<file path="config.mk">
export PLATFORM = sky130hd
export DESIGN_NAME = aes_side_core
export DESIGN_NICKNAME = d
export VERILOG_FILES = /design/src/core/aes_pkg.sv /design/src/core/aes_cs_ram.sv /design/src/core/aes_side_core.sv
export VERILOG_INCLUDE_DIRS = /design/src /design/src/core
export SDC_FILE = /design/constraint.sdc
export NUM_CORES = 1
export LEC_CHECK = 0
export BUFFER_PORTS_ARGS = -buffer_cell sky130_fd_sc_hd__buf_2
export CAP_MARGIN = 15
export CORE_MARGIN = 2
export CORE_UTILIZATION = 55
export CTS_CLUSTER_SIZE = 10
export DETAILED_ROUTE_END_ITERATION = 8
export GPL_TIMING_DRIVEN = 0
export HOLD_SLACK_MARGIN = 0.1
export PLACE_DENSITY = 0.76
export SLEW_MARGIN = 15
export SYNTH_ARGS = -nofsm -noshare
export SYNTH_HDL_FRONTEND = slang
export SYNTH_SLANG_ARGS = --single-unit
</file>
<file path="constraint.sdc">
create_clock -name CLOCK -period 8.35 [get_ports CLOCK]
set_clock_uncertainty 0.15 [all_clocks]
set_input_delay 0 -clock CLOCK [delete_from_list [all_inputs] [get_ports CLOCK]]
set_output_delay 0 -clock CLOCK [all_outputs]
set_load 0.05 [all_outputs]
</file>
<file path="src/core/aes_defs.svh">
// register map, field positions, reset values and frame counts of the side data core
`ifndef AES_DEFS_SVH
`define AES_DEFS_SVH

// register byte offsets on the bus
`define AES_CTRL_OFS    8'h00
`define AES_STAT_OFS    8'h04
`define AES_CSBUF_LO    8'h40
`define AES_CSBUF_HI    8'h6C

// control register fields
`define AES_CTRL_DIR    0
`define AES_CTRL_FLAW   1
`define AES_CTRL_BYPASS 3
`define AES_CTRL_MONO   4
`define AES_CTRL_OFF    7
`define AES_CTRL_PHASE  8
`define AES_CTRL_SRST   9
`define AES_CTRL_PDN    10
`define AES_CTRL_W      11
`define AES_CTRL_RST    11'h400

// status register fields
`define AES_STAT_FRAME_HI 8
`define AES_STAT_ARMED    9
`define AES_STAT_RUN      10
`define AES_STAT_BS       11
`define AES_STAT_HW       12
`define AES_STAT_PER_LO   16

// synchronised pin vector positions
`define AES_PIN_STROBE  0
`define AES_PIN_BSIN    1
`define AES_PIN_USER    2
`define AES_PIN_FLAW    3
`define AES_PIN_CSER    4
`define AES_PIN_EXT     5
`define AES_PIN_HW      6
`define AES_PIN_DIR     7
`define AES_PIN_FMT0    8
`define AES_PIN_FMT1    9
`define AES_PIN_METHOD  10
`define AES_PIN_COPY    11
`define AES_PIN_GEN     12
`define AES_PIN_NPCM_N  13
`define AES_PIN_FILT_N  14
`define AES_PIN_W       15

// frame and block counts
`define AES_LAST_STEREO 9'h0BF
`define AES_LAST_MONO   9'h17F
`define AES_CS_LEN      9'h0C0
`define AES_CS_RIGHT    4'h6
`define AES_HALF_LAST   7'h7F
`define AES_FMT_I2S     2'h1

// preamble half-cell patterns for a preceding low level
`define AES_PRE_X       8'hE2
`define AES_PRE_Y       8'hE4
`define AES_PRE_Z       8'hE8

`endif

</file>
<file path="src/core/aes_pkg.sv">
// types shared by the side data core
package aes_pkg;

	typedef logic [31:0] aes_word_t;

	// source feeding the line driver
	typedef enum logic [1:0] {
		SRC_MUTE = 2'b00,
		SRC_ENC  = 2'b01,
		SRC_EXT  = 2'b10
	} aes_src_e;

endpackage : aes_pkg

</file>
<file path="src/core/aes_cs_ram.sv">
// channel status buffer memory with one write port and two registered read ports
`timescale 1ns/1ps
`default_nettype none

module aes_cs_ram #(
	parameter int DEPTH = 12,
	parameter int AW    = 4,
	parameter int DW    = 32
) (
	input  wire logic          clock,   // core clock
	input  wire logic          rst,     // async reset, active high
	input  wire logic          we,      // write strobe
	input  wire logic [AW-1:0] waddr,   // write word address
	input  wire logic [DW-1:0] wdata,   // write data
	input  wire logic [AW-1:0] ra_addr, // encoder read address
	output var  logic [DW-1:0] ra_data, // encoder read data, registered
	input  wire logic [AW-1:0] rb_addr, // bus read address
	output var  logic [DW-1:0] rb_data  // bus read data, registered
);

	logic [DW-1:0] mem [DEPTH];

	// write port
	always_ff @(posedge clock) begin
		if (we) begin
			mem[waddr] <= wdata;
		end
	end

	// registered read ports, out of range reads give zero
	always_ff @(posedge clock or posedge rst) begin
		if (rst) begin
			ra_data <= '0;
			rb_data <= '0;
		end else begin
			ra_data <= (int'(ra_addr) < DEPTH) ? mem[ra_addr] : '0;
			rb_data <= (int'(rb_addr) < DEPTH) ? mem[rb_addr] : '0;
		end
	end

endmodule : aes_cs_ram

`default_nettype wire

</file>
<file path="src/core/aes_side_core.sv">
// side data multiplexer, block start, bi-phase mark coder and line driver source
`timescale 1ns/1ps
`default_nettype none
`include "aes_defs.svh"
// Overview of operation
// RULE1: audio, status, user and validity bits merged into one bi-phase coded stream
// RULE2: block start marks frame 0, the first frame of a status block
// RULE3: block start direction follows select, 0 input 1 output, register or pin
// RULE4: input block start sampled on rising strobe if phase 0, falling if 1
// RULE5: source drives block start high at the sample instant to start a block
// RULE6: output rises every 192nd falling strobe edge, 384th in mono, falls next
// RULE7: with phase 1 the output block start moves on rising strobe edges
// RULE8: hardware mode uses phase 0 for justified formats, phase 1 for I2S
// RULE9: software mode takes status bits from a host loaded buffer
// RULE10: hardware mode method 0 builds status from four static pins
// RULE11: copy and generation pins pick consumer bits or studio mode
// RULE12: non-PCM pin 0 means linear audio, 1 means encoded data
// RULE13: filter curve pin 0 means emphasis applied, 1 means none
// RULE14: hardware mode method 1 takes status serially on both strobe edges
// RULE15: user bits always enter serially on the user input
// RULE16: validity from a control bit in software mode, serial pin in hardware
// RULE17: validity 0 marks a usable sample, 1 a flawed one
// RULE18: software mode line source is encoder or external stream by bypass bit
// RULE19: hardware mode line source is always the encoder
// RULE20: both line outputs ground during resets and power-down
// RULE21: output disable bit forces both line outputs to ground
// RULE22: after reset outputs stay low until the first rising strobe edge
// RULE23: one strobe period carries exactly one transmitted frame
// RULE24: coder toggles at each cell edge, mid-cell for ones, preambles excepted

module aes_side_core (
	input  wire logic        CLOCK,                   // core clock, 250 MHz
	input  wire logic        RST,                     // async reset, active high
	input  wire logic        HSEL,                    // bus slave select
	input  wire logic [31:0] HADDR,                   // bus address
	input  wire logic [1:0]  HTRANS,                  // bus transfer type
	input  wire logic        HWRITE,                  // bus write
	input  wire logic [2:0]  HSIZE,                   // bus size, words only
	input  wire logic [31:0] HWDATA,                  // bus write data
	input  wire logic        HREADY,                  // bus ready in
	output var  logic [31:0] HRDATA,                  // bus read data
	output var  logic        HREADYOUT,               // bus ready out
	output var  logic        HRESP,                   // bus response, always okay
	input  wire logic [23:0] AUDIO_LEFT,              // left sample from the audio port
	input  wire logic [23:0] AUDIO_RIGHT,             // right sample from the audio port
	input  wire logic        FRAME_STROBE,            // frame rate strobe pin
	input  wire logic        HW_MODE,                 // hardware mode strap
	input  wire logic        BLOCK_START_DIR_SELECT,  // hardware direction pin
	input  wire logic [1:0]  FORMAT_SEL,              // hardware audio format pins
	input  wire logic        STATUS_INPUT_METHOD_SELECT, // hardware status method pin
	input  wire logic        COPY_PIN,                // consumer copy pin
	input  wire logic        GENERATION_PIN,          // consumer generation pin
	input  wire logic        NON_PCM_N,               // data type pin
	input  wire logic        FILTER_CURVE_FLAG_N,     // emphasis pin
	input  wire logic        STATUS_SERIAL,           // serial status pin
	input  wire logic        USER_SERIAL,             // serial user pin
	input  wire logic        SAMPLE_FLAWED_SERIAL,    // serial validity pin
	input  wire logic        EXTERNAL_BIPHASE_IN,     // external coded stream
	input  wire logic        BLOCK_START_LINE_IN,     // block start pin, input side
	output var  logic        BLOCK_START_LINE_OUT,    // block start pin, output side
	output var  logic        BLOCK_START_LINE_OE,     // block start pin drive enable
	output var  logic        LINE_OUT_P,              // line driver, true side
	output var  logic        LINE_OUT_N               // line driver, inverted side
);

	typedef struct packed {
		logic [`AES_PIN_W-1:0]  p1;
		logic [`AES_PIN_W-1:0]  p2;
		logic [`AES_PIN_W-1:0]  p3;
		logic [`AES_PIN_W-1:0]  pin;
		logic [`AES_PIN_W-1:0]  pin_q;
		logic [2:0]             warm;
		logic [`AES_CTRL_W-1:0] ctrl;
		logic                   ap_valid;
		logic                   ap_write;
		logic [7:0]             ap_addr;
		logic [31:0]            hrdata;
		logic                   hreadyout;
		logic                   hresp;
		logic [15:0]            pcnt;
		logic [15:0]            period;
		logic [8:0]             half_len;
		logic [8:0]             hcnt;
		logic [6:0]             half;
		logic                   running;
		logic                   level;
		logic                   start_level;
		logic [8:0]             frame;
		logic                   armed;
		logic [23:0]            aud_l;
		logic [23:0]            aud_r;
		logic                   u_a;
		logic                   u_b;
		logic                   v_a;
		logic                   v_b;
		logic                   c_a;
		logic                   c_b;
		logic                   bs_out;
		logic                   bs_oe;
		logic                   line_p;
		logic                   line_n;
	} aes_core_s;

	aes_core_s r;
	aes_core_s next_r;

	logic [`AES_PIN_W-1:0] pins;
	logic                  hw_mode;
	logic                  dir_eff;
	logic                  phase_eff;
	logic                  mono;
	logic                  st_rise;
	logic                  st_fall;
	logic                  frame_edge;
	logic                  bs_edge;
	logic                  bs_hit;
	logic                  soft_hold;
	logic                  muted;
	logic                  accept;
	logic                  sub;
	logic [8:0]            frame_last;
	logic [8:0]            cs_full;
	logic [7:0]            cs_idx;
	logic [3:0]            mem_ra;
	logic [31:0]           mem_rd_a;
	logic [31:0]           mem_rd_b;
	logic                  mem_we;
	logic                  cbit;
	logic                  vbit;
	logic                  ubit;
	logic [26:0]           body;
	aes_pkg::aes_word_t    word;
	aes_pkg::aes_src_e     src_sel;

	// true when a byte offset falls inside the status buffer
	function automatic logic is_csbuf(input logic [7:0] a);
		is_csbuf = (a >= `AES_CSBUF_LO) && (a <= `AES_CSBUF_HI) && (a[1:0] == 2'h0);
	endfunction : is_csbuf

	// buffer word index of a byte offset
	function automatic logic [3:0] buf_index(input logic [7:0] a);
		logic [7:0] d;
		d = a - `AES_CSBUF_LO;
		buf_index = d[5:2];
	endfunction : buf_index

	// status bit built from the static pins for a given block position
	function automatic logic cs_static(input logic [7:0] idx, input logic cp, input logic gn,
		input logic npcm_n, input logic filt_n);
		logic studio_use_flag;
		studio_use_flag = cp & gn;
		case (idx)
			8'h00: cs_static = studio_use_flag;
			8'h01: cs_static = npcm_n;
			8'h02: cs_static = studio_use_flag | cp;
			8'h03: cs_static = ~filt_n;
			8'h0F: cs_static = ~studio_use_flag & gn;
			default: cs_static = 1'h0;
		endcase
	endfunction : cs_static

	// raw pins gathered for the synchroniser
	assign pins = {FILTER_CURVE_FLAG_N, NON_PCM_N, GENERATION_PIN, COPY_PIN,
		STATUS_INPUT_METHOD_SELECT, FORMAT_SEL, BLOCK_START_DIR_SELECT, HW_MODE,
		EXTERNAL_BIPHASE_IN, STATUS_SERIAL, SAMPLE_FLAWED_SERIAL, USER_SERIAL,
		BLOCK_START_LINE_IN, FRAME_STROBE};

	// mode selection and strobe edges
	assign hw_mode    = r.pin[`AES_PIN_HW];
	assign dir_eff    = hw_mode ? r.pin[`AES_PIN_DIR] : r.ctrl[`AES_CTRL_DIR]; // RULE3
	assign phase_eff  = hw_mode ? (r.pin[`AES_PIN_FMT1:`AES_PIN_FMT0] == `AES_FMT_I2S)
		: r.ctrl[`AES_CTRL_PHASE]; // RULE8
	assign mono       = ~hw_mode & r.ctrl[`AES_CTRL_MONO];
	assign st_rise    = (r.warm == 3'h7) & r.pin[`AES_PIN_STROBE] & ~r.pin_q[`AES_PIN_STROBE];
	assign st_fall    = (r.warm == 3'h7) & ~r.pin[`AES_PIN_STROBE] & r.pin_q[`AES_PIN_STROBE];
	assign frame_edge = phase_eff ? st_fall : st_rise; // RULE4 RULE23
	assign bs_edge    = phase_eff ? st_rise : st_fall; // RULE6 RULE7
	assign bs_hit     = ~dir_eff & frame_edge & r.pin[`AES_PIN_BSIN]; // RULE5
	assign soft_hold  = ~hw_mode & (r.ctrl[`AES_CTRL_PDN] | r.ctrl[`AES_CTRL_SRST]);
	assign muted      = ~r.armed | soft_hold | (~hw_mode & r.ctrl[`AES_CTRL_OFF]);
	assign accept     = HSEL & HTRANS[1] & HREADY;

	// block position and status buffer addressing
	assign frame_last = mono ? `AES_LAST_MONO : `AES_LAST_STEREO;
	assign cs_full    = (r.frame >= `AES_CS_LEN) ? (r.frame - `AES_CS_LEN) : r.frame;
	assign cs_idx     = cs_full[7:0];
	assign sub        = r.half[6];
	assign mem_ra     = (sub ? `AES_CS_RIGHT : 4'h0) + {1'h0, cs_idx[7:5]};
	assign mem_we     = r.ap_valid & r.ap_write & is_csbuf(r.ap_addr);

	// side bits for the subframe now on the line
	assign ubit = sub ? r.u_b : r.u_a; // RULE15
	assign vbit = hw_mode ? (sub ? r.v_b : r.v_a) : r.ctrl[`AES_CTRL_FLAW]; // RULE16 RULE17
	assign cbit = ~hw_mode ? mem_rd_a[cs_idx[4:0]] // RULE9
		: r.pin[`AES_PIN_METHOD] ? (sub ? r.c_b : r.c_a) // RULE14
		: cs_static(cs_idx, r.pin[`AES_PIN_COPY], r.pin[`AES_PIN_GEN],
			r.pin[`AES_PIN_NPCM_N], r.pin[`AES_PIN_FILT_N]); // RULE10 RULE11 RULE12 RULE13
	assign body = {cbit, ubit, vbit, (sub & ~mono) ? r.aud_r : r.aud_l}; // RULE1
	assign word = {^body, body, 4'h0};

	// line driver source
	always_comb begin
		if (muted) begin
			src_sel = aes_pkg::SRC_MUTE; // RULE20 RULE21 RULE22
		end else if (~hw_mode & r.ctrl[`AES_CTRL_BYPASS]) begin
			src_sel = aes_pkg::SRC_EXT; // RULE18
		end else begin
			src_sel = aes_pkg::SRC_ENC; // RULE19
		end
	end

	aes_cs_ram #(
		.DEPTH (12),
		.AW    (4),
		.DW    (32)
	) u_cs_ram (
		.clock   (CLOCK),
		.rst     (RST),
		.we      (mem_we),
		.waddr   (buf_index(r.ap_addr)),
		.wdata   (HWDATA),
		.ra_addr (mem_ra),
		.ra_data (mem_rd_a),
		.rb_addr (buf_index(HADDR[7:0])),
		.rb_data (mem_rd_b)
	);

	// next state of the whole core
	always_comb begin
		logic       step;
		logic       zero;
		logic [7:0] pre;
		logic [5:0] h;
		step = 1'h0;
		zero = 1'h0;
		pre  = 8'h00;
		h    = 6'h00;
		next_r = r;
		// three stage pin synchroniser, change taken when stages two and three agree
		next_r.p1 = pins;
		next_r.p2 = r.p1;
		next_r.p3 = r.p2;
		for (int i = 0; i < `AES_PIN_W; i++) begin
			if (r.p2[i] == r.p3[i]) begin
				next_r.pin[i] = r.p3[i];
			end
		end
		next_r.pin_q = r.pin;
		// no strobe edge until the pin stages hold real levels, so a high strobe cannot arm
		if (r.warm != 3'h7) begin
			next_r.warm = r.warm + 3'h1;
		end
		// bus slave: writes without wait, reads with one wait state
		next_r.ap_valid = accept;
		if (accept) begin
			next_r.ap_write = HWRITE;
			next_r.ap_addr  = HADDR[7:0];
			if (~HWRITE) begin
				next_r.hreadyout = 1'h0;
			end
		end
		if (r.ap_valid & r.ap_write & (r.ap_addr == `AES_CTRL_OFS)) begin
			next_r.ctrl = HWDATA[`AES_CTRL_W-1:0];
		end
		if (r.ap_valid & ~r.ap_write) begin
			next_r.hreadyout = 1'h1;
			next_r.hrdata    = 32'h0;
			if (r.ap_addr == `AES_CTRL_OFS) begin
				next_r.hrdata[`AES_CTRL_W-1:0] = r.ctrl;
			end else if (r.ap_addr == `AES_STAT_OFS) begin
				next_r.hrdata[`AES_STAT_FRAME_HI:0] = r.frame;
				next_r.hrdata[`AES_STAT_ARMED] = r.armed;
				next_r.hrdata[`AES_STAT_RUN]   = r.running;
				next_r.hrdata[`AES_STAT_BS]    = r.bs_out;
				next_r.hrdata[`AES_STAT_HW]    = hw_mode;
				next_r.hrdata[31:`AES_STAT_PER_LO] = r.period;
			end else if (is_csbuf(r.ap_addr)) begin
				next_r.hrdata = mem_rd_b; // RULE9
			end
		end
		// strobe period measurement
		if (r.pcnt != 16'hFFFF) begin
			next_r.pcnt = r.pcnt + 16'h1;
		end
		// first rising strobe edge after any reset opens the line
		if (soft_hold) begin
			next_r.armed = 1'h0;
		end else if (st_rise) begin
			next_r.armed = 1'h1; // RULE22
		end
		// frame start: one strobe period is one frame of 128 half cells
		if (frame_edge) begin
			next_r.pcnt     = 16'h0;
			next_r.period   = r.pcnt;
			next_r.half_len = (r.pcnt[15:7] == 9'h0) ? 9'h1 : r.pcnt[15:7]; // RULE23
			next_r.hcnt     = 9'h0;
			next_r.half     = 7'h0;
			next_r.running  = r.armed;
			next_r.aud_l    = AUDIO_LEFT;
			next_r.aud_r    = AUDIO_RIGHT;
			if (bs_hit || r.frame >= frame_last) begin
				next_r.frame = 9'h0; // RULE2 RULE4
			end else begin
				next_r.frame = r.frame + 9'h1;
			end
			step = r.armed;
		end else if (r.running) begin
			if (r.hcnt >= r.half_len - 9'h1) begin
				next_r.hcnt = 9'h0;
				if (r.half == `AES_HALF_LAST) begin
					next_r.running = 1'h0;
				end else begin
					next_r.half = r.half + 7'h1;
					step = 1'h1;
				end
			end else begin
				next_r.hcnt = r.hcnt + 9'h1;
			end
		end
		if (soft_hold) begin
			next_r.frame   = 9'h0;
			next_r.running = 1'h0;
			step = 1'h0;
		end
		// bi-phase mark coder, one step per half cell
		zero = (next_r.frame == 9'h0) | (next_r.frame == `AES_CS_LEN);
		pre  = next_r.half[6] ? `AES_PRE_Y : (zero ? `AES_PRE_Z : `AES_PRE_X);
		h    = next_r.half[5:0];
		if (step) begin
			if (h == 6'h0) begin
				next_r.start_level = r.level;
				next_r.level = pre[7] ^ r.level; // RULE24
			end else if (h < 6'h8) begin
				next_r.level = pre[3'h7 - h[2:0]] ^ r.start_level; // RULE24
			end else if (~h[0]) begin
				next_r.level = ~r.level; // RULE24
			end else begin
				next_r.level = r.level ^ word[h[5:1]]; // RULE1 RULE24
			end
		end
		// serial side data latched on strobe edges, first half on rising
		if (st_rise) begin
			next_r.u_a = r.pin[`AES_PIN_USER]; // RULE15
			next_r.v_a = r.pin[`AES_PIN_FLAW];
			next_r.c_a = r.pin[`AES_PIN_CSER]; // RULE14
		end
		if (st_fall) begin
			next_r.u_b = r.pin[`AES_PIN_USER];
			next_r.v_b = r.pin[`AES_PIN_FLAW];
			next_r.c_b = r.pin[`AES_PIN_CSER];
		end
		// block start output pulse, one strobe period long at frame 0
		if (~dir_eff | soft_hold) begin
			next_r.bs_out = 1'h0;
		end else if (bs_edge) begin
			next_r.bs_out = (r.frame == 9'h0); // RULE6 RULE7
		end
		next_r.bs_oe = dir_eff; // RULE3
		// line driver pair
		case (src_sel)
			aes_pkg::SRC_ENC: begin
				next_r.line_p = r.level;
				next_r.line_n = ~r.level;
			end
			aes_pkg::SRC_EXT: begin
				next_r.line_p = r.pin[`AES_PIN_EXT];
				next_r.line_n = ~r.pin[`AES_PIN_EXT];
			end
			default: begin
				next_r.line_p = 1'h0;
				next_r.line_n = 1'h0;
			end
		endcase
		next_r.hresp = 1'h0;
	end

	// state register
	always_ff @(posedge CLOCK or posedge RST) begin
		if (RST) begin
			r           <= '0;
			r.ctrl      <= `AES_CTRL_RST;
			r.hreadyout <= 1'h1;
		end else begin
			r <= next_r;
		end
	end

	// outputs straight from the state register
	assign HRDATA               = r.hrdata;
	assign HREADYOUT            = r.hreadyout;
	assign HRESP                = r.hresp;
	assign BLOCK_START_LINE_OUT = r.bs_out;
	assign BLOCK_START_LINE_OE  = r.bs_oe;
	assign LINE_OUT_P           = r.line_p;
	assign LINE_OUT_N           = r.line_n;
endmodule : aes_side_core

`default_nettype wire

</file>
After elaboration in Yosys (flattened, before gate mapping)

Memories as Yosys holds them, arrays and structs flattened.
Index checks and enable logic that the tools add are counted.

ROM bits: 0
Latch bits: 0
Bits in registers: 310
RAM bits: 384
Input bits: 137
Word-level logic and storage cells: 222
Memories: 1

Memory list:

| memory       | depth | width | rd ports | clocked after Yosys merged registers in | wr ports | line             | source |
|---|---|---|---|---|---|---|---|
| u_cs_ram.mem | 12    | 32    | 2        | 0                                       | 1        | aes_cs_ram.sv:21 | `logic [DW-1:0] mem [DEPTH];` |

Equality and inequality tests: 29
Divide/modulo/power cells: 0
Bitwise operators: 39
$mul: 0
Add/sub/neg operators: 11
Multiplexer cells: 63
Reduce and logical (&&, ||, !) cells: 18
Shifts and indexed selects: 0
Order comparisons: 11

Operators with widths:

| cell                    | count |
|---|---|
| $mux W32                | 3 |
| $mux W9                 | 6 |
| $mux W41                | 1 |
| $mux W17                | 2 |
| $mux W16                | 2 |
| $mux W1                 | 31 |
| $logic_not A9 Y1        | 3 |
| $reduce_xor A27 Y1      | 1 |
| $mux W24                | 1 |
| $mux W21                | 1 |
| $and A1 B1 Y1           | 19 |
| $add A9 B1 Y9 const B   | 2 |
| $ge A9 B9 Y1            | 2 |
| $add A16 B1 Y16 const B | 1 |
| $eq A8 B2 Y1 const B    | 2 |
| $logic_not A8 Y1        | 2 |
| $mux W8                 | 2 |
| $ne A16 B16 Y1 const B  | 1 |
| $eq A1 B1 Y1            | 15 |
| $mux W13                | 1 |
| $lt A5 B6 Y1 const B    | 2 |
| $sub A6 B1 Y6 const B   | 2 |
| $mux W11                | 1 |
| $not A1 Y1              | 11 |
| other kinds (39)        | 57 |

Logic depth before layout (Yosys ltp)

Gate-level depths: netlist of the first run.

Depth after elaboration: 19
Gate-level depth with buffers: 19
Mapped depth without buffers: 17

Modules after synthesis

Synthesis of the first run repeated with hierarchy kept, for this count alone.

Cell total of the unflattened synthesis: 2,143
Area total of the unflattened synthesis: 31,182.4 um2

Modules (own cells, without submodules):

| module        | seq. area each (um2) | area each (um2) | cells each | times used |
|---|---|---|---|---|
| aes_cs_ram    | 13,132.6             | 19,125.8        | 925        | 1 |
| aes_side_core | 6,158.4              | 12,056.6        | 1,218      | 1 |

Worst setup path after synthesis of the first run

OpenSTA, ideal clock, no wires.

Path kind: reg-to-reg
Start point: register r[162] (netlist name)
End point: memory u_cs_ram.mem[0][0] (enable)
Cell stages (with the launch flop): 7
Setup slack: 4.175 ns
Data arrival time: 3.564 ns
Path buffers: 1
Cells stage by stage: dfrtp_1 nor3_1 and3_1 clkbuf_1 nand3_1 or3_1 nor3_1

Longest elaborated chain between the ends: 6

Ends and longest elaborated chain:

| item                                                          | line                 | source |
|---|---|---|
| from (decl)                                                   | aes_side_core.sv:104 | `aes_core_s r;` |
| from (signal assigned)                                        | aes_side_core.sv:384 | `r <= next_r;` |
| $ge A8 B7 Y1 (no source line) or $le A8 B7 Y1 (tied branches) | n/a                  |  |
| $logic_and A1 B1 Y1 (2 in series)                             | aes_side_core.sv:137 | `` is_csbuf = (a >= `AES_CSBUF_LO) && (a <= `AES_CSBUF_HI) && (a[1:0] == 2'h0); `` |
| $and A1 B1 Y1                                                 | aes_side_core.sv:189 | `assign mem_we = r.ap_valid & r.ap_write & is_csbuf(r.ap_addr);` |
| $mux W1                                                       | aes_cs_ram.sv:25     | `if (we) begin` |
| $mux W1 (not written as such)                                 | aes_cs_ram.sv:26     | `mem[waddr] <= wdata;` |
| to (decl)                                                     | aes_cs_ram.sv:21     |  |

Parallel ways exist; a longest one is shown, timed or not.

Worst setup path after layout of the first run

Start point: register r[64] (netlist name)
End point: register u_cs_ram.ra_data[23]

Longest elaborated chain between the ends: 5

Ends and longest elaborated chain:

| item                                                           | line                 | source |
|---|---|---|
| $sub A8 B8 Y8 (no source line) or $ge A9 B8 Y1 (tied branches) | n/a                  |  |
| $mux W8 *                                                      | aes_side_core.sv:185 | `` assign cs_full = (r.frame >= `AES_CS_LEN) ? (r.frame - `AES_CS_LEN) : r.frame; `` |
| $add A3 B3 Y4 *                                                | aes_side_core.sv:188 | `` assign mem_ra = (sub ? `AES_CS_RIGHT : 4'h0) + {1'h0, cs_idx[7:5]}; `` |
| $mem_v2 Z12 W32 or $lt A4 B4 Y1 (tied branches)                | n/a                  |  |
| $mux W32 *                                                     | aes_cs_ram.sv:36     | `ra_data <= (int'(ra_addr) < DEPTH) ? mem[ra_addr] : '0;` |
| to (signal assigned)                                           | aes_cs_ram.sv:36     |  |
| to (decl)                                                      | aes_cs_ram.sv:16     | `output var logic [DW-1:0] ra_data,` |

Every way passes the cells marked *; elsewhere a longest branch is shown, timed or not.
A chain may end at the register's enable or synchronous reset.

==> run summary, run 1 <==
Mux contribution to synthesized area: 19.7%
Global placer's final weighted congestion: 0.911
Syn Area/Cell: 14.7 um2
Largest net degree at the start of global routing: 36
Ports: 175
Ys Warns: 0
Post-DP Area: 33500 um2
Worst Setup Start Kind: flop
Max stage delay on crit path: 870 ps
Post-synth top cells: edfxtp_1, dfrtp_1, nand2_1
Setup crit start: r[64]
Critical-path top delay cell: buf_1
Slew @ Worst Pin: 1140 ps
CP Max Fanout: 10
Ranking of synthesized cells by area: edfxtp_1, dfrtp_1, mux4_2
Dominant cell type by area after synthesis: edfxtp_1
Buf/Inv on CP: 6
Vias in the first global route: 22100
Reg2Reg Setup Slack: 2430 ps
Nets: 2742
Core area: 56200 um2
Fin crit share: 70.9%
Root Driver: clkbuf_16
Synth async-reset ratio: 44.7%
Critical path type: reg2reg
RSZ-0062 raised after global routing: no
Cell count along the critical path: 14
Max VDD drop: 251 uV
Synth Instances: 2117
Share of layout cells above drive strength 1: 22.1%
Number of synthesized flops with an enable pin: 384
Final ANT Viol Nets: 0
Critical Path Sink: u_cs_ram.ra_data[23]
First-pass GRT wire length: 132 mm
Tot Pwr: 0.00888 W
Layout area overhead: 21.6%
Port buffer count: 143
Clock buffer depth: 3
Final WL: 87.1 mm
Largest family of logic cells by synthesized area: multiplexers
CTS buffer count: 80
Final hold violations: 0
Synth Net Count: 2280
First-pass DRT Iterations: 6
GRT Overall Usage: 30.2%
Initial antenna violation count: 6
Vias per inst: 6.15
Chip Height: 242 um
Post-synth top area share: 37.0%
Clock slew seen by the registers of the worst setup and hold paths: 60 ps
DR vias: 20900
R2R depth: 14
Congestion Overflow GR: 0
Final HPWL DP: 57.7 mm
Pwr dens: 234 nW/um2
Post-Synth XOR/XNOR Area: 2.45%
Sequential fraction of the synthesis area: 61.9%
Worst min-delay path class: in2reg
FILL cells: 3732
RR Startpoint: r[64]
Max-cap viol count: 0
Endpoints failing setup: 0
Site row count: 87
Adder-cell area share of the yosys netlist: 1.55%
Register bit total from synthesis: 694
Die W: 242 um
Final Critical Period: 5920 ps
Worst Path Required: 8670 ps
Crit. End Element: flop
Ys flop type: edfxtp_1
Most common cell in the synthesized netlist: edfxtp_1
Status: finished clean
Synth Area in Compound Gates: 3.96%
Initial core utilization: 55.5%
Final slew viol count: 0
Worst-skew pair later-pin latency: 630 ps
Crit-path cells: clkbuf_1, clkbuf_1, buf_1, nor3_1, a21o_1, nand2_1, o21ai_0, ha_1, clkbuf_1, clkbuf_1, clkbuf_1, mux4_2, mux2i_1, o22ai_1
Count of cell types in the netlist: 70
Register Area: 19300 um2
Synth Area in Simple Gates: 7.38%
Worst slew margin: 23.9%
Most used cell, CP: clkbuf_1
Starting DRT DRC Count: 2403
Total setup buffers inserted after CTS: 0
Finished Cell Area: 37900 um2
FF-to-FF End: u_cs_ram.ra_data[23]
Die area: 58600 um2
Drt wl/cell: 25.6 um
Mapped cell area: 31200 um2
Clock H-tree levels: 3
Sink Count: 694
DRC Markers: 0
Setup TNS: 0 ps
FMAX: 169 MHz
CTS tree: yes
Post-CTS Resized: 0
Worst EP arrival: 6240 ps
Multi-input logic area: 11000 um2
Post-cts hold buffer count: 197
Pleak: 14.7 nW
Cell family with most CP delay: buffers and inverters
-- registers in the layout (all words and copies together), names as in the netlist --
| name | cells |
|---|---|
| BLOCK_START_LINE_OE | 1 |
| BLOCK_START_LINE_OUT | 1 |
| HRDATA | 32 |
| HREADYOUT | 1 |
| LINE_OUT_N | 1 |
| LINE_OUT_P | 1 |
| hw_mode | 1 |
| next_r | 44 |
| r | 164 |
| u_cs_ram.mem | 384 |
| u_cs_ram.ra_data | 32 |
| u_cs_ram.rb_data | 32 |
-- routing by layer --
layer / GRT usage, % / wire length (um) / up-vias
met3: 6.66 / 8640 / 321
met4: 13.8 / 4220 / 2
met1: 37.4 / 30900 / 10400
li1: - / - / 8838
met5: 0 / 13 / -
met2: 51.0 / 43300 / 1324
-- placed cells by master, fill, tap and decap left out, types with 15 or more instances in the layout --
| cell | synthesis | final |
|---|---|---|
| a221oi_1 | 21 | 21 |
| nand2_1 | 303 | 303 |
| mux4_2 | 202 | 202 |
| edfxtp_1 | 384 | 384 |
| ha_1 | 25 | 25 |
| xnor2_1 | 57 | 57 |
| o21ai_0 | 65 | 65 |
| dfrtp_1 | 308 | 308 |
| dlygate4sd3_1 | 0 | 197 |
| mux2_2 | 39 | 39 |
| buf_4 | 33 | 45 |
| buf_2 | 2 | 145 |
| o22ai_1 | 34 | 34 |
| mux2i_1 | 110 | 110 |
| xor2_1 | 25 | 25 |
| inv_1 | 50 | 49 |
| nor2_1 | 108 | 100 |
| nand3_1 | 33 | 33 |
| buf_1 | 31 | 28 |
| clkbuf_16 | 0 | 80 |
| clkbuf_1 | 89 | 139 |
| a21oi_1 | 27 | 27 |
| maj3_1 | 15 | 15 |
-- where the power goes --
group	leakage, nW	total, W	internal (W)	switching [W]
Sequential	7.29	0.00401	0.00382	0.000191
Combinational	6.26	0.00167	0.000758	0.000914
Clock	1.13	0.00320	0.00182	0.00138
Total	14.7	0.00888	0.00640	0.00248
-- per-stage QoR --
| step | hold WS [ps] | cells | utilization [%] | setup slack, ps |
|---|---|---|---|---|
| detailed placement | -49.1 | 3055 | 59.7 | 2550 |
| finish | 117 | 3399 | 67.5 | 2430 |
| global route | 130 | 3398 | 67.5 | 2260 |
| global placement | -42.1 | 3016 | 58.5 | 852 |
| CTS | 102 | 3394 | 67.4 | 2500 |
| floorplan | -119 | 2117 | - | 4070 |
-- worst min-delay path by stage --
| stage | start | endpoint | slack [ps] | cells after the start |
|---|---|---|---|---|
| 2_1_floorplan | FRAME_STROBE | next_r[231] | -120 | 0 |
| 3_3_place_gp | HW_MODE | next_r[237] | -40 | 1 |
| 3_5_place_dp | RST | next_r[195] | -50 | 2 |
| 4_1_cts | HWDATA[5] | u_cs_ram.mem[0][5] | 100 | 2 |
| 5_1_grt | HWDATA[20] | u_cs_ram.mem[8][20] | 130 | 2 |
| 6_report | HWDATA[4] | u_cs_ram.mem[3][4] | 120 | 2 |
-- logic make-up after synthesis --
group	after synthesis
buffers and inverters	215
adders and majority gates	41
xor gates and xnor gates	84
DFF	694
muxes	355
and+or+nand+nor	534
AOI/OAI and AO/OA	193
other	1
-- layout make-up --
type	instances	area share [%]
clock inverter	10	0.383
buffer	158	1.97
antenna	4	0.0264
multi-input combinational	1208	29.0
tap	756	2.50
clock buffer	132	5.85
sequential	694	50.9
timing repair buffer	380	8.80
inverter	57	0.574
No activity file was read; power rests on OpenSTA's default activity.
==> run 2, diff against run 1 <==
Settings changed: PLACE_DENSITY 0.76 to 0.73.
Clock period 8.35 ns to 5.6 ns, I/O delays scaled along.
==> run 2 against run 1 <==
  * Utilization about the same
  * Flip-flop and latch count unchanged
  * Largest cell class unchanged
  * Cell count down 0.29%
  * Count of clock-buffer cells in the layout up 2
  * Die area unchanged
  * Sequential share of layout area about the same
  * Fmax up 9.3%
  * Wire length up 0.59%
  * Non-clock buffer count down 3
==> run summary, run 2 (synthesized netlist as in run 1, its figures left out) <==
Status: finished clean
Met2 Wirelength: 43.9 mm
Initial antenna violation count: 6
Max VDD drop: 351 uV
First-pass DRT Iterations: 8
Clock buffer depth: 3
Critical path type: reg2reg
Clock slew seen by the registers of the worst setup and hold paths: 60 ps
Final slew viol count: 0
Final critical-path setup slack: 181 ps
Nets: 2739
Die W: 242 um
Worst Path Required: 5910 ps
Worst EP arrival: 5730 ps
Share of layout cells above drive strength 1: 22.4%
Starting DRT DRC Count: 2460
Site row count: 87
Post-DP Area: 33600 um2
Root Driver: clkbuf_16
GRT Overall Usage: 30.5%
Most common cell after layout, fill and taps aside: edfxtp_1
Dpl ws: -188 ps
CTS tree: yes
Pwr dens: 350 nW/um2
Largest net degree at the start of global routing: 38
Worst slew margin: 19.9%
Clock H-tree levels: 3
Final HPWL DP: 57.7 mm
Pleak: 14.7 nW
Worst-skew pair later-pin latency: 640 ps
RSZ-0062 raised after global routing: no
Worst Setup Start Kind: flop
Global placer's final weighted congestion: 0.892
Final hold violations: 0
Uppermost routed layer: met5
Setup TNS: 0 ps
Placed Cells incl. Taps: 3058
FILL cells: 3813
Vias per inst: 6.15
CTS buffer count: 80
Max FFs per register: 384
Chip Height: 242 um
Biggest register: u_cs_ram.mem
DRC Markers: 0
Most frequent cells in the layout: edfxtp_1, dfrtp_1, nand2_1
Vias in the first global route: 22000
Crit. End Element: flop
Endpoints failing setup: 0
Final ANT Viol Nets: 0
Final WL: 87.6 mm
First-pass GRT wire length: 133 mm
Metal3 WL: 8.22 mm
Worst min-delay path class: in2reg
DR vias: 20900
WL met1: 31.9 mm
CP Max Fanout: 10
Finished Cell Area: 37900 um2
Diodes inserted: 0
Initial core utilization: 55.5%
Die area: 58600 um2
Fin cells: 3389
Slew @ Worst Pin: 1200 ps
Max-cap viol count: 0
FMAX: 185 MHz
Layout area overhead: 21.7%
Sink Count: 694
Ports: 175
Congestion Overflow GR: 0
Drt wl/cell: 25.9 um
Fin crit share: 96.8%
Core area: 56200 um2
Final Critical Period: 5420 ps
Port buffer count: 143
run 2: area by class of cell:
class / count / area [um2] / share of cell area (%)
Inverter: 57 / 218 / 0.574
Clock inverter: 5 / 83.8 / 0.221
Sequential cell: 694 / 19300 / 50.9
Buffer: 158 / 759 / 2.00
Tap cell: 756 / 946 / 2.49
Multi-Input combinational cell: 1208 / 11000 / 29.0
Timing Repair Buffer: 377 / 3340 / 8.80
Clock buffer: 134 / 2290 / 6.03
run 2: power breakdown:
| group | switching (W) | leakage (nW) | internal, W |
|---|---|---|---|
| logic | 0.00135 | 6.29 | 0.00112 |
| clock network | 0.00202 | 1.13 | 0.00278 |
| registers | 0.000293 | 7.29 | 0.00570 |
run 2: worst paths after layout:
check	start	to	slack (ps)	cells after the start
setup reg to reg	r[60]	u_cs_ram.ra_data[23]	180	15
hold reg to reg	next_r[232]	next_r[217]	200	0
hold / removal	HWDATA[4]	u_cs_ram.mem[4][4]	120	2
min in group asynchronous	RST	next_r[219]	360	4
max in group asynchronous	RST	r[168]	3410	9
setup / recovery	r[60]	u_cs_ram.ra_data[23]	180	15
run 2: critical path, cell delays in order, from the launching register on:
cell,delay [ps]
dfrtp_1,720
buf_1,940
inv_2,110
ha_1,270
nand2_1,70
nor3_1,50
a21o_1,230
nand2_1,60
o21ai_0,120
ha_1,300
clkbuf_1,330
clkbuf_1,660
clkbuf_2,500
mux4_2,370
mux2i_1,200
o22ai_1,140
run 2: routing by layer:
metal,up-vias,track usage (%)
met3,267,5.55
li1,8802,-
met1,10500,39.3
met5,-,0
met2,1275,51.5
met4,10,12.4
run 2: what timing repair did:
| item | 4_1_cts | 5_1_grt |
|---|---|---|
| endpoints found under the hold margin | 647 | 0 |
| buffers inserted | 0 | 0 |
| endpoints found under the setup margin | 21 | 10 |
| hold buffers | 191 | 0 |
| gates resized for setup | 3 | 6 |
run 2: metrics by stage:
stage	power, W	utilization (%)	hold slack, ps
floorplan	0.00771	-	-119
global placement	0.00832	58.5	-41.7
detailed placement	0.00839	59.8	-138
CTS	0.0133	67.5	103
global route	0.0137	67.5	129
finish	0.0133	67.5	125
